$ cat config.mk
export PLATFORM = sky130hd
export DESIGN_NAME = dps_device_flat
export DESIGN_NICKNAME = d
export VERILOG_FILES = /design/src/rtl/dps_pkg.sv /design/src/rtl/dps_link_if.sv /design/src/rtl/dps_edge_sync.sv /design/src/rtl/dps_device.sv /design/src/flat_wrapper.sv
export SDC_FILE = /design/constraint.sdc
export NUM_CORES = 1
export LEC_CHECK = 0
export ABC_AREA = 1
export BUFFER_PORTS_ARGS = -buffer_cell sky130_fd_sc_hd__buf_2
export CAP_MARGIN = 20
export CORE_ASPECT_RATIO = 0.75
export CORE_MARGIN = 1
export CORE_UTILIZATION = 45
export DETAILED_ROUTE_END_ITERATION = 7
export PLACE_DENSITY = 0.71
export SYNTH_ARGS = -nofsm -noshare
export SYNTH_HDL_FRONTEND = slang
export SYNTH_SLANG_ARGS = --single-unit
$ cat constraint.sdc
create_clock -name SYS_CLK -period 1.3 [get_ports SYS_CLK]
set_input_delay 0 -clock SYS_CLK [delete_from_list [all_inputs] [get_ports SYS_CLK]]
set_output_delay 0 -clock SYS_CLK [all_outputs]
set_load 0.05 [all_outputs]
$ cat src/rtl/dps_pkg.sv
// Contract
// - Action from CKE history, state, command.
// - Controller waits mode-register timings before CKE low.
// - Power-down entry/exit only with deselect or NOP.
// - Self-refresh exit only with deselect or NOP.
// - Entry while busy: precharge if banks closed.
// - Idle or refreshing entry gives precharge power-down.
// - Refresh with CKE falling enters self-refresh from idle.
// - No self-refresh request during read or write.
// - No internal refresh during power-down.
// - CKE low holds state, commands ignored.
// - Controller holds CKE for minimum pulse time.
// - Only deselect or NOP during self-refresh exit delay.
// - No read or termination before DLL exit delay; controller still passes termination on the exit request itself.
// - No write before 512 cycles after exit.
// - Termination ignored; unavailable in self-refresh.
// - Controller avoids unlisted state and CKE combinations.
// - Other states use only legal commands.
package dps_pkg;
  localparam int CK_DIV = 6;
  localparam int CKE_MIN_CK = 3;
  localparam int MOD_CK = 12;
  localparam int XS_CK = 16;
  localparam int XSDLL_CK = 512;
  localparam int WR_AFTER_SRX_CK = 512;
  localparam int BURST_CK = 4;
  localparam int NBANK = 8;
  localparam logic [31:0] CKE_RESET = 32'h0;
  // Command encoding {CS#, RAS#, CAS#, WE#}.
  localparam logic [3:0] CMD_DES = 4'h8;
  localparam logic [3:0] CMD_NOP = 4'h7;
  localparam logic [3:0] CMD_MRS = 4'h0;
  localparam logic [3:0] CMD_REF = 4'h1;
  localparam logic [3:0] CMD_PRE = 4'h2;
  localparam logic [3:0] CMD_ACT = 4'h3;
  localparam logic [3:0] CMD_WR = 4'h4;
  localparam logic [3:0] CMD_RD = 4'h5;
  localparam logic [3:0] CMD_ZQ = 4'h6;
  typedef enum logic [6:0] {
    DPS_IDLE = 7'h01,
    DPS_ACTIVE = 7'h02,
    DPS_BUSY = 7'h04,
    DPS_REFRESHING = 7'h08,
    DPS_PPD = 7'h10,
    DPS_APD = 7'h20,
    DPS_SREF = 7'h40
  } dps_state_e;
  function automatic logic dps_is_quiet(input logic [3:0] cmd);
    return cmd[3] || (cmd == CMD_NOP);
  endfunction
endpackage

$ cat src/rtl/dps_link_if.sv
`timescale 1ns/1ps
`default_nettype none
interface dps_link_if;
  logic ck;
  logic cke;
  logic [3:0] cmd;
  logic [2:0] ba;
  logic a10;
  logic odt;
  modport dev (input ck, input cke, input cmd, input ba, input a10,
    input odt);
  modport ctl (output ck, output cke, output cmd, output ba, output a10,
    output odt);
endinterface
`default_nettype wire

$ cat src/rtl/dps_edge_sync.sv
`timescale 1ns/1ps
`default_nettype none
// Brings a pin into the clock domain and flags its rising edge.
module dps_edge_sync (
  input wire logic SYS_CLK, // System clock.
  input wire logic RST_N, // Asynchronous reset, active low.
  input wire logic pin, // Raw pin level.
  output logic level, // Synchronised level.
  output logic rise // One-cycle pulse on a rising edge.
);
  logic meta;
  logic prev;
  always_ff @(posedge SYS_CLK or negedge RST_N) begin
    if (!RST_N) begin
      meta <= 1'b0;
      level <= 1'b0;
      prev <= 1'b0;
    end else begin
      meta <= pin;
      level <= meta;
      prev <= level;
    end
  end
  assign rise = level & ~prev;
endmodule
`default_nettype wire

$ cat src/rtl/dps_device.sv
`timescale 1ns/1ps
`default_nettype none
// Memory-side power-state tracker, evaluated on each link clock rise.
module dps_device
  import dps_pkg::*;
(
  input wire logic SYS_CLK, // System clock.
  input wire logic RST_N, // Asynchronous reset, active low.
  dps_link_if.dev LINK, // Link from the controller.
  output var dps_pkg::dps_state_e STATE, // Current power state.
  output logic ILLEGAL, // Pulse on an unlisted combination.
  output logic SELF_REFRESH, // High while in self-refresh.
  output logic ODT_ACTIVE // Termination enable seen by the core.
);
  import dps_pkg::*;
  logic ck_rise;
  logic cke_s0;
  logic cke_s1;
  logic odt_s0;
  logic odt_s1;
  logic [3:0] cmd_s0;
  logic [3:0] cmd_s1;
  logic [2:0] ba_s0;
  logic [2:0] ba_s1;
  logic a10_s0;
  logic a10_s1;
  logic cke_prev;
  logic awake;
  logic cke_steady;
  logic [NBANK-1:0] open_bank;
  logic [2:0] busy_cnt;
  dps_state_e next_state;
  logic next_illegal;

  // Reads, writes and precharges keep the array busy for a while.
  function automatic logic is_timed_op(input logic [3:0] cmd);
    return cmd == CMD_RD || cmd == CMD_WR || cmd == CMD_PRE;
  endfunction

  // Leaving power-down or a busy state lands by the open banks.
  function automatic dps_state_e wake_state(input logic [NBANK-1:0] b);
    return (|b) ? DPS_ACTIVE : DPS_IDLE;
  endfunction

  dps_edge_sync u_ck (
    .SYS_CLK(SYS_CLK),
    .RST_N(RST_N),
    .pin(LINK.ck),
    .level(),
    .rise(ck_rise)
  );

  // Every link pin passes two flip-flops, as the link clock does.
  always_ff @(posedge SYS_CLK or negedge RST_N) begin
    if (!RST_N) begin
      cke_s0 <= 1'b0;
      cke_s1 <= 1'b0;
      odt_s0 <= 1'b0;
      odt_s1 <= 1'b0;
      cmd_s0 <= CMD_DES;
      cmd_s1 <= CMD_DES;
      ba_s0 <= 3'h0;
      ba_s1 <= 3'h0;
      a10_s0 <= 1'b0;
      a10_s1 <= 1'b0;
    end else begin
      cke_s0 <= LINK.cke;
      cke_s1 <= cke_s0;
      odt_s0 <= LINK.odt;
      odt_s1 <= odt_s0;
      cmd_s0 <= LINK.cmd;
      cmd_s1 <= cmd_s0;
      ba_s0 <= LINK.ba;
      ba_s1 <= ba_s0;
      a10_s0 <= LINK.a10;
      a10_s1 <= a10_s0;
    end
  end

  // CKE at the previous link edge.
  always_ff @(posedge SYS_CLK or negedge RST_N) begin
    if (!RST_N) begin
      cke_prev <= 1'b0;
    end else if (ck_rise) begin
      cke_prev <= cke_s1;
    end
  end

  // CKE stays low from reset until the controller first raises it; that
  // stretch is neither power-down nor an unlisted combination.
  always_ff @(posedge SYS_CLK or negedge RST_N) begin
    if (!RST_N) begin
      awake <= 1'b0;
    end else if (ck_rise && cke_s1) begin
      awake <= 1'b1;
    end
  end
  assign cke_steady = cke_prev && cke_s1;

  always_comb begin
    next_state = STATE;
    next_illegal = 1'b0;
    unique case (STATE)
      DPS_PPD, DPS_APD: begin
        if (cke_s1) begin
          if (dps_is_quiet(cmd_s1)) begin
            next_state = wake_state(open_bank);
          end else begin
            next_illegal = 1'b1;
          end
        end else begin
          // Low CKE holds power-down, ignores commands, refreshes nothing.
          next_state = STATE;
        end
      end
      DPS_SREF: begin
        if (cke_s1) begin
          if (dps_is_quiet(cmd_s1)) begin
            next_state = DPS_IDLE;
          end else begin
            next_illegal = 1'b1;
          end
        end else begin
          next_state = STATE;
        end
      end
      default: begin
        if (cke_prev && !cke_s1) begin
          if (dps_is_quiet(cmd_s1)) begin
            if (STATE == DPS_IDLE || STATE == DPS_REFRESHING) begin
              next_state = DPS_PPD;
            end else if (STATE == DPS_BUSY) begin
              next_state = (|open_bank) ? DPS_APD : DPS_PPD;
            end else begin
              next_state = DPS_APD;
            end
          end else if (cmd_s1 == CMD_REF && STATE == DPS_IDLE) begin
            next_state = DPS_SREF;
          end else begin
            next_illegal = 1'b1;
          end
        end else if (!cke_s1) begin
          // Low-low outside power-down is unlisted once CKE has been high.
          next_illegal = awake;
        end else if (cmd_s1 == CMD_REF && STATE == DPS_IDLE) begin
          next_state = DPS_REFRESHING;
        end else if (is_timed_op(cmd_s1)) begin
          next_state = DPS_BUSY;
        end else if (busy_cnt == 3'h0 && STATE != DPS_IDLE &&
                     dps_is_quiet(cmd_s1)) begin
          next_state = wake_state(open_bank);
        end else if (cmd_s1 == CMD_ACT) begin
          next_state = DPS_ACTIVE;
        end
      end
    endcase
  end

  always_ff @(posedge SYS_CLK or negedge RST_N) begin
    if (!RST_N) begin
      STATE <= DPS_IDLE;
    end else if (ck_rise) begin
      STATE <= next_state;
    end
  end

  always_ff @(posedge SYS_CLK or negedge RST_N) begin
    if (!RST_N) begin
      ILLEGAL <= 1'b0;
    end else begin
      ILLEGAL <= ck_rise && next_illegal;
    end
  end

  // Bank open tracking, only on edges with CKE high at both ends.
  always_ff @(posedge SYS_CLK or negedge RST_N) begin
    if (!RST_N) begin
      open_bank <= '0;
    end else if (ck_rise && cke_steady) begin
      if (cmd_s1 == CMD_ACT) begin
        open_bank[ba_s1] <= 1'b1;
      end else if (cmd_s1 == CMD_PRE && a10_s1) begin
        open_bank <= '0;
      end else if (cmd_s1 == CMD_PRE) begin
        open_bank[ba_s1] <= 1'b0;
      end
    end
  end

  // Operation length in link cycles.
  always_ff @(posedge SYS_CLK or negedge RST_N) begin
    if (!RST_N) begin
      busy_cnt <= 3'h0;
    end else if (ck_rise && cke_steady) begin
      if (is_timed_op(cmd_s1) || cmd_s1 == CMD_REF) begin
        busy_cnt <= 3'(BURST_CK);
      end else if (busy_cnt != 3'h0) begin
        busy_cnt <= busy_cnt - 3'h1;
      end
    end
  end

  always_ff @(posedge SYS_CLK or negedge RST_N) begin
    if (!RST_N) begin
      SELF_REFRESH <= 1'b0;
    end else begin
      SELF_REFRESH <= (STATE == DPS_SREF);
    end
  end

  always_ff @(posedge SYS_CLK or negedge RST_N) begin
    if (!RST_N) begin
      ODT_ACTIVE <= 1'b0;
    end else begin
      ODT_ACTIVE <= odt_s1 && (STATE != DPS_SREF);
    end
  end
endmodule
`default_nettype wire

$ cat src/flat_wrapper.sv
// flat-port wrapper written by rule: the top's interface ports become plain ports
module dps_device_flat import dps_pkg::*;
  (SYS_CLK, RST_N, STATE, ILLEGAL, SELF_REFRESH, ODT_ACTIVE, LINK_ck, LINK_cke, LINK_cmd, LINK_ba, LINK_a10, LINK_odt);
  dps_link_if LINK_i ();
  input wire logic SYS_CLK;
  input wire logic RST_N;
  output var dps_pkg::dps_state_e STATE;
  output logic ILLEGAL;
  output logic SELF_REFRESH;
  output logic ODT_ACTIVE;
  input wire logic [$bits(LINK_i.ck)-1:0] LINK_ck;
  input wire logic [$bits(LINK_i.cke)-1:0] LINK_cke;
  input wire logic [$bits(LINK_i.cmd)-1:0] LINK_cmd;
  input wire logic [$bits(LINK_i.ba)-1:0] LINK_ba;
  input wire logic [$bits(LINK_i.a10)-1:0] LINK_a10;
  input wire logic [$bits(LINK_i.odt)-1:0] LINK_odt;
  assign LINK_i.ck = LINK_ck;
  assign LINK_i.cke = LINK_cke;
  assign LINK_i.cmd = LINK_cmd;
  assign LINK_i.ba = LINK_ba;
  assign LINK_i.a10 = LINK_a10;
  assign LINK_i.odt = LINK_odt;
  dps_device u_core (.SYS_CLK(SYS_CLK), .RST_N(RST_N), .LINK(LINK_i), .STATE(STATE), .ILLEGAL(ILLEGAL), .SELF_REFRESH(SELF_REFRESH), .ODT_ACTIVE(ODT_ACTIVE));
endmodule
==> results of run 1 <==
[flip-flops by register name, indices dropped and copies added, names as in the netlist]
signal and count:
u_core.ba_s1 3, u_core.odt_s1 1, u_core.ba_s0 3, u_core.awake 1
u_core.ODT_ACTIVE 1, u_core.ILLEGAL 1, u_core.SELF_REFRESH 1, u_core.cke_s0 1
u_core.u_ck.level 1, u_core.busy_cnt 3, u_core.u_ck.meta 1, u_core.STATE 7
u_core.a10_s1 1, u_core.cmd_s0 4, u_core.cmd_s1 4, u_core.u_ck.prev 1
u_core.a10_s0 1, u_core.cke_s1 1, u_core.cke_prev 1, u_core.odt_s0 1
u_core.open_bank 8
[final timing paths]
| path | slack (ns) | to |
|---|---|---|
| max | -0.33 | u_core.ILLEGAL |
| min | 0.15 | u_core.cke_s1 |
| max reg2reg | -0.33 | u_core.ILLEGAL |
| min reg2reg | 0.35 | u_core.cmd_s1[0] |
| max in group asynchronous | 0.59 | u_core.cmd_s1[3] |
| min in group SYS_CLK | 0.33 | u_core.ba_s0[1] |
[critical path, delay by kind of cell, from the launching register on]
kind	cells	cell delay, ns
AO/OA/AOI/OAI	1	0.09
AND/OR/NAND/NOR	5	0.40
buffers and inverters	5	0.50
flip-flops	1	0.58
[power by group through the flow]
stage / combinational [uW] / sequential (uW) / clock (uW)
2_1_floorplan: 910 / 2070 / 0
5_1_grt: 2230 / 1820 / 959
4_1_cts: 1890 / 1780 / 887
3_5_place_dp: 1790 / 1810 / 0
3_3_place_gp: 1740 / 1800 / 0
6_report: 2030 / 1800 / 867
[metrics by stage]
stage	utilization [%]	std cells	hold WS, ns	total power [uW]	setup WS, ns
after floorplan	-	267	-0.296	2980	-0.290
after global placement	57.7	376	-0.0482	3540	-0.237
after detailed placement	57.7	376	-0.0427	3590	-0.288
after CTS	63.7	400	0.157	4560	-0.279
after global routing	67.8	407	0.189	5010	-0.416
final	67.8	407	0.150	4690	-0.333
[synth_stat cells, types with 3 or more instances]
cell / count / share of area [%]
o21ai_0: 8 / 1.8
dfrtp_1: 43 / 49
nor2_2: 8 / 2.3
inv_1: 39 / 6.7
nor2_4: 5 / 2.6
a21oi_1: 6 / 1.4
nand2_2: 6 / 1.7
nand3_1: 26 / 5.9
dfstp_2: 3 / 3.6
inv_2: 5 / 0.86
nor2_1: 35 / 6.0
nand2_1: 63 / 11
nor3_1: 6 / 1.4
[area by class of cell]
class / instances / area, sq um
repair buffers: 75 / 577
clock inverters: 2 / 13.8
inverters: 45 / 175
multi-input cells: 176 / 1020
fillers: 366 / 1470
clock buffers: 6 / 72.6
flip-flops and latches: 46 / 1170
well taps: 57 / 71.3
[timing repair]
action                                  4_1_cts  5_1_grt
gates resized for setup                      12       40
hold endpoints to repair                     55        0
hold buffers                                 12        0
pin swaps                                     6       12
buffers inserted                              4        7
endpoints found under the setup margin       16       20
[layout by cell type (no fill, tap or decap)]
cell type | netlist | layout
o21ai_1 | 2 | 5
nand3_1 | 26 | 20
nand3_2 | 2 | 6
a21oi_1 | 6 | 5
dfstp_4 | 0 | 1
clkbuf_1 | 0 | 1
buf_4 | 0 | 37
nand2_1 | 63 | 55
inv_1 | 39 | 35
o211ai_1 | 1 | 1
a21oi_2 | 0 | 1
clkinv_4 | 0 | 1
nor2_2 | 8 | 10
nor2_1 | 35 | 27
buf_12 | 0 | 2
dfstp_2 | 3 | 2
buf_2 | 0 | 21
ha_1 | 2 | 2
clkbuf_8 | 0 | 5
dfrtp_2 | 0 | 7
clkinv_2 | 1 | 2
nand2_2 | 6 | 7
o21a_1 | 2 | 2
nand2_4 | 1 | 8
inv_4 | 0 | 2
nor3_1 | 6 | 6
dfrtp_1 | 43 | 36
buf_6 | 0 | 3
o21ai_2 | 1 | 3
nor2_4 | 5 | 11
nand3_4 | 1 | 3
or2_1 | 0 | 1
inv_2 | 5 | 7
dlygate4sd3_1 | 0 | 12
o21ai_0 | 8 | 3
[kinds of logic after synthesis]
group	after synthesis	synth area share [%]
and+or+nand+nor	154	33.2
AOI/OAI and AO/OA	20	5.09
DFF	46	52.8
adders and majority gates	2	1.14
buffers and inverters	45	7.78
[layer usage]
| metal | vias up | track usage (%) | wire (um) |
|---|---|---|---|
| met5 | - | 0 | 0 |
| met4 | 0 | 7.33 | 85 |
| met3 | 9 | 5.26 | 266 |
| met2 | 50 | 32.5 | 2470 |
| met1 | 914 | 29.0 | 2260 |
| li1 | 989 | - | - |
==> results_dict.tcl, run 1 <==
set metrics [dict create \
    cts_root_buffer "clkbuf_8" \
    num_rows 21 \
    slew_headroom_pct 72.4 \
    n_antenna_cell 0 \
    antenna_found_initial 0 \
    die_x_um 82.5 \
    dpl-instance-area_sq_mm 0.00264 \
    p_int_uw 2810 \
    rr_worst_depth 11 \
    fin_nets 364 \
    p_comb_share_pct 43.2 \
    synth_fp_nets 282 \
    fp.dieArea_sq_mm 0.00515 \
    globalplace.congestion 0.874 \
    io_buffers 22 \
    grt_overflow 0 \
    finalSetupTns_ns -3.09 \
    fin_ws_ns -0.333 \
    pwr-share-clk_pct 18.5 \
    synth_edf_count 0 \
    drive_gt1_share_pct 39.7 \
    dr.pass1.iters 4 \
    critPathMostFrequentCell "buf_4" \
    drv_cap 0 \
    finalCritPeriodShare_pct 126 \
    cts_tree "done" \
    worst_setup_path_end_kind "flip-flop" \
    worstMarginPinSlew_ns 0.414 \
    drt_wl_total_um 5080 \
    viasPerCell 4.82 \
    power_density_mw_per_mm2 1510 \
    ys_types 23 \
    hold_viol 0 \
    slowest_delay_ns 0.58 \
    postSynthAreaPerCell_sq_um 8.20 \
    p_switching_uw 1880 \
    first_global_vias 1912 \
    setup_violations 18 \
    place_hpwl_um 3270 \
    clock_sinks 46 \
    postSynth.asyncResetShare_pct 100 \
    crit_required_ns 1.55 \
    initial_utilization_pct 47.9 \
    ios 23 \
    critical_path_class "reg -> reg" \
    ys_warn_count 0 \
    num_vias 1962 \
    core_sq_mm 0.00457 \
    yosysSeqAreaShare_pct 52.8 \
    floorplan.die.height_um 62.4 \
    routedWlPerCell_um 12.5 \
    clk_path_buf_depth 2 \
    ant_nets 0 \
    outcome "complete, but fails checks" \
    power_leakage_uw 0.00163 \
    min_period_ns 1.63 \
    timing_max_transition_violations_final 0 \
    cts.reportedPaths.clkPinSlew_ns 0.09 \
    critPathLaunchType "flip-flop" \
    grt_usage_pct 21.1 \
    r2r_start "u_core.cmd_s1[3]" \
    synth_seq_cells 46 \
    crit_chain "inv_4 > buf_12 > nand2_4 > nor2_4 > nand3_4 > nand2_2 > buf_4 > buf_4 > o211ai_1 > nand3_1 > inv_1" \
    slowest_stage "dfstp_2" \
    clock_latency_ns 0.31 \
    grt_pass1_wl_um 8040 \
    peakVddDrop_v 0.000870 \
    syn-cell-area_sq_mm 0.00219 \
    area_growth_pct 41.7 \
    cp_max_fo 4 \
    worstPathArrival_ns 1.88 \
    htreeDepth 2 \
    hold_class "in -> async" \
    violations "negative setup slack" \
    rsz0062_at_grt "yes" \
    drt_iter0_drc 155 \
    grt_max_degree 29 \
    drc 0 \
    critPathLaunch "u_core.cmd_s1[3]" \
    numCtsBuffers 5 \
    fin_area_sq_mm 0.00310 \
    netSwitchingFraction_pct 40.1 \
    syn_inst 267 \
    clock_skew_ns 0.00937 \
    p_seq_share_pct 38.3 \
    ys.flop_type "dfrtp_1" \
    fmax_mhz 612 \
]
Power figures use the tool's default switching activity.
==> run 2, diff against run 1 <==
--- a/config.mk
+++ b/config.mk
@@ -12,7 +12,7 @@
 export CORE_MARGIN = 1
 export CORE_UTILIZATION = 45
 export DETAILED_ROUTE_END_ITERATION = 7
-export PLACE_DENSITY = 0.71
+export PLACE_DENSITY_LB_ADDON = 0.15
 export SYNTH_ARGS = -nofsm -noshare
 export SYNTH_HDL_FRONTEND = slang
 export SYNTH_SLANG_ARGS = --single-unit
==> results_dict.tcl, run 2 (same netlist as run 1, synthesis figures left out) <==
set metrics [dict create \
    outcome "complete, but fails checks" \
    violations "negative setup slack" \
    floorplan.die.height_um 62.4 \
    cp_max_fo 7 \
    clock_latency_ns 0.30 \
    grt_overflow 0 \
    worstPathArrival_ns 1.77 \
    die_x_um 82.5 \
    crit_required_ns 1.49 \
    hold_viol 0 \
    initial_utilization_pct 47.9 \
    drc 0 \
    place_hpwl_um 3280 \
    first_global_vias 1708 \
    drv_cap 0 \
    clock_skew_ns 0.0101 \
    area_growth_pct 40.1 \
    top_regs "u_core.open_bank: 8 flops, u_core.STATE: 7 flops" \
    hold_class "in -> async" \
    grt_pass1_wl_um 7460 \
    nFillCells 362 \
    finalSetupTns_ns -2.23 \
    timing_max_transition_violations_final 0 \
    place_ws_ns -0.271 \
    min_period_ns 1.58 \
    fin_nets 362 \
    power_leakage_uw 0.00157 \
    drt_wl_total_um 4440 \
    clock_sinks 46 \
    clk_path_buf_depth 2 \
    routedWlPerCell_um 11.0 \
    antenna_found_initial 0 \
    finalCritPeriodShare_pct 121 \
    drive_gt1_share_pct 37.6 \
    largest_register_ffs 8 \
    fin_ws_ns -0.278 \
    critPathLaunchType "flip-flop" \
    drt_iter0_drc 102 \
    power_density_mw_per_mm2 1540 \
    dr.pass1.iters 5 \
    cts_tree "done" \
    grt_max_degree 32 \
    worst_setup_path_end_kind "flip-flop" \
    rsz0062_at_grt "yes" \
    core_sq_mm 0.00457 \
    holdWs_ns 0.159 \
    cts.reportedPaths.clkPinSlew_ns 0.09 \
    critical_path_class "reg -> reg" \
    num_vias 1883 \
    most-common-layout-cells "nand2_1 (59), dfrtp_1 (36), inv_1 (35), buf_4 (32), nor2_1 (27)" \
    cts_root_buffer "clkbuf_8" \
    num_rows 21 \
    grt_usage_pct 19.5 \
    ios 23 \
    slew_headroom_pct 72.5 \
    setup_violations 14 \
    finalPower_uw 4710 \
    viasPerCell 4.65 \
    fp.dieArea_sq_mm 0.00515 \
    n_antenna_cell 0 \
    io_buffers 22 \
    globalplace.congestion 0.931 \
    worstMarginPinSlew_ns 0.413 \
    peakVddDrop_v 0.00108 \
    numCtsBuffers 5 \
    top_register "u_core.open_bank" \
    ant_nets 0 \
    fmax_mhz 634 \
    htreeDepth 2 \
    layout_commonest_cell "nand2_1" \
]
run 2: final cells by class:
cell class / instances / area [sq um] / area share, %
inverter: 45 / 175 / 5.71
clock inverter: 2 / 37.5 / 1.22
sequential: 46 / 1170 / 38.1
timing repair buffer: 73 / 558 / 18.2
tap: 57 / 71.3 / 2.33
clock buffer: 6 / 72.6 / 2.37
multi-input combinational: 176 / 983 / 32.1
run 2: path summary, 6_finish.rpt:
check	start	endpoint	slack [ns]	depth (start not counted)
hold reg to reg	u_core.cmd_s0[2]	u_core.cmd_s1[2]	0.35	0
min in group SYS_CLK	LINK_cmd[2]	u_core.cmd_s0[2]	0.34	2
setup / recovery	u_core.STATE[0]	u_core.STATE[4]	-0.28	9
setup reg to reg	u_core.STATE[0]	u_core.STATE[4]	-0.28	9
hold / removal	RST_N	u_core.busy_cnt[2]	0.16	2
max in group asynchronous	RST_N	u_core.cmd_s1[3]	0.57	3
run 2: metal layers:
layer / vias to the layer above / part of all wire (%) / routed length (um) / track usage, %
li1: 987 / - / - / -
met1: 862 / 52 / 2320 / 29.1
met2: 25 / 43 / 1920 / 27.2
met3: 9 / 3.0 / 131 / 5.26
met4: 0 / 1.5 / 68 / 6.90
met5: - / 0 / 0 / 0
run 2: repair_timing:
item                                   4_1_cts  5_1_grt
buffers inserted                             5        4
setup endpoints to repair                   15       19
endpoints found under the hold margin       55        0
pin swaps                                    8        8
gates resized for setup                     18       26
hold buffers                                12        0
run 2: power by group:
group	total [uW]	internal, uW	switching, uW
clock network	1050	573	475
logic	1880	710	1170
registers	1780	1630	149
total	4710	2920	1790
run 2: worst max-delay path, cell delays in order (launching register included):
cell	delay, ns
dfstp_4	0.66
nor2_4	0.05
nand2_4	0.09
nor2_4	0.05
nor2_4	0.18
nor2_4	0.06
nor2_4	0.17
nand2_4	0.10
nand2_1	0.07
nand2_1	0.05
run 2: through the flow:
| stage | area [sq um] | cells | util, % |
|---|---|---|---|
| final | 3070 | 405 | 67.0 |
| after floorplan | 2220 | 267 | - |
| after global placement | 2650 | 377 | 57.9 |
| after global routing | 3070 | 405 | 67.0 |
| after detailed placement | 2650 | 377 | 57.9 |
| after CTS | 2970 | 402 | 64.9 |
==> run 3, diff against run 2 <==
--- a/config.mk
+++ b/config.mk
@@ -13,6 +13,8 @@
 export CORE_UTILIZATION = 45
 export DETAILED_ROUTE_END_ITERATION = 7
 export PLACE_DENSITY_LB_ADDON = 0.15
+export SETUP_SLACK_MARGIN = 0.2
+export SLEW_MARGIN = 15
 export SYNTH_ARGS = -nofsm -noshare
 export SYNTH_HDL_FRONTEND = slang
 export SYNTH_SLANG_ARGS = --single-unit
==> results_dict.tcl, run 3 (same netlist as run 1, synthesis figures left out) <==
set metrics [dict create \
    slowest_stage "dfstp_4" \
    io_buffers 22 \
    clock_latency_ns 0.31 \
    num_rows 21 \
    fp.dieArea_sq_mm 0.00515 \
    dr.pass1.iters 4 \
    min_period_ns 1.57 \
    netSwitchingFraction_pct 37.8 \
    grt_max_degree 31 \
    hold_viol 0 \
    first_global_vias 1820 \
    grt_pass1_wl_um 7770 \
    critPathTopFamily "simple AND/OR/NAND/NOR gates" \
    globalplace.congestion 0.876 \
    fin_ws_ns -0.268 \
    rr_worst_depth 9 \
    top_register "u_core.open_bank" \
    fin_cells 407 \
    p_comb_share_pct 42.0 \
    largest_register_ffs 8 \
    routedWlPerCell_um 11.3 \
    cts.reportedPaths.clkPinSlew_ns 0.09 \
    floorplan.die.height_um 62.4 \
    worst_setup_path_end_kind "flip-flop" \
    drive_gt1_share_pct 39.1 \
    peakVddDrop_v 0.00123 \
    violations "negative setup slack" \
    drt_wl_total_um 4610 \
    htreeDepth 2 \
    most-common-layout-cells "nand2_1 (56), dfrtp_1 (36), inv_1 (34), buf_4 (31), nor2_1 (26)" \
    core_sq_mm 0.00457 \
    finalCritPeriodShare_pct 121 \
    drt_iter0_drc 116 \
    dp_cells 381 \
    grt_usage_pct 20.3 \
    p_int_uw 3080 \
    viasPerCell 4.75 \
    slowest_delay_ns 0.66 \
    place_hpwl_um 3220 \
    fin_nets 364 \
    power_leakage_uw 0.00162 \
    crit_required_ns 1.51 \
    cts_root_buffer "clkbuf_8" \
    die_x_um 82.5 \
    utilization_pct 69.4 \
    critical_path_class "reg -> reg" \
    antenna_found_initial 0 \
    worstPathArrival_ns 1.78 \
    grt_overflow 0 \
    critPathBufInv 0 \
    critPathLaunchType "flip-flop" \
    area_growth_pct 44.9 \
    power_density_mw_per_mm2 1560 \
    timing_max_transition_violations_final 0 \
    outcome "complete, but fails checks" \
    r2r_start "u_core.STATE[0]" \
    fmax_mhz 638 \
    clock_skew_ns 0.0110 \
    numCtsBuffers 5 \
    layout_commonest_cell "nand2_1" \
    setup_violations 18 \
    r2r-end "u_core.STATE[5]" \
    regToRegSetupSlack_ns -0.27 \
    drc 0 \
    ios 23 \
    p_seq_share_pct 36.2 \
    clk_path_buf_depth 2 \
    hold_class "in -> async" \
    n_antenna_cell 0 \
    pwr-share-clk_pct 21.8 \
    drv_cap 0 \
    ant_nets 0 \
    crit_chain "nand2_4 > nor2_4 > nand3_4 > nand2_2 > nand2_2 > nor2_4 > nand2_4 > nand2_1 > nand2_1" \
    p_switching_uw 1870 \
    top_regs "u_core.open_bank: 8 flops, u_core.STATE: 7 flops" \
    worstMarginPinSlew_ns 0.414 \
    cp_max_fo 7 \
    cts_tree "done" \
    clock_sinks 46 \
    slew_headroom_pct 72.4 \
    rsz0062_at_grt "yes" \
    num_vias 1934 \
    initial_utilization_pct 47.9 \
]
-- run 3: worst reg2reg max path, cell delays in order (launching register included) --
cell and delay [ns]:
dfstp_4 0.66, nand2_4 0.05, nor2_4 0.12, nand3_4 0.11, nand2_2 0.08, nand2_2 0.06, nor2_4 0.17, nand2_4 0.10
nand2_1 0.07, nand2_1 0.05
-- run 3: worst max path at each step --
stage	start	to	slack (ns)	cells after the start
floorplan	u_core.STATE[0]	u_core.STATE[4]	-0.29	9
global placement	u_core.STATE[0]	u_core.STATE[5]	-0.23	9
detailed placement	u_core.STATE[0]	u_core.STATE[4]	-0.27	9
CTS	u_core.STATE[0]	u_core.STATE[4]	-0.27	9
global route	u_core.STATE[0]	u_core.STATE[2]	-0.39	9
finish	u_core.STATE[0]	u_core.STATE[5]	-0.27	9
-- run 3: routing by layer --
metal	wire length [um]	GRT usage, %	vias to the layer above
met5	0	0	-
met4	48	5.17	0
met3	212	6.57	5
met2	1970	30.4	44
met1	2370	28.6	900
li1	-	-	985
-- run 3: cell type report --
| cell class | instances | area [sq um] |
|---|---|---|
| Timing Repair Buffer | 75 | 626 |
| Clock buffer | 6 | 72.6 |
| Tap cell | 57 | 71.3 |
| Clock inverter | 2 | 37.5 |
| Sequential cell | 46 | 1170 |
| Fill cell | 359 | 1400 |
| Multi-Input combinational cell | 176 | 1020 |
| Inverter | 45 | 173 |
-- run 3: timing repair --
action | in CTS | in global routing
gates resized for setup | 31 | 30
endpoints found under the setup margin | 25 | 25
hold buffers | 12 | 0
pin swaps | 18 | 15
buffers inserted | 2 | 4
endpoints found under the hold margin | 55 | 0
-- run 3: per-stage QoR --
step                      hold WS [ns]  TNS [ns]  instance area, sq um  power (uW)  worst slack, ns
after floorplan                 -0.296     -2.07                  2250        3010           -0.290
after global placement         -0.0388     -2.10                  2710        3650           -0.233
after detailed placement       -0.0356     -2.47                  2710        3680           -0.275
after CTS                        0.159     -2.23                  3040        4880           -0.271
after global routing             0.210     -4.23                  3170        5270           -0.388
final                            0.146     -2.50                  3170        4940           -0.268
-- run 3: power by group through the flow --
stage | Sequential (uW) | Combinational, uW | Clock (uW)
floorplan | 2090 | 924 | 0
global placement | 1800 | 1850 | 0
detailed placement | 1810 | 1870 | 0
CTS | 1790 | 2000 | 1090
global route | 1820 | 2300 | 1160
finish | 1790 | 2080 | 1080
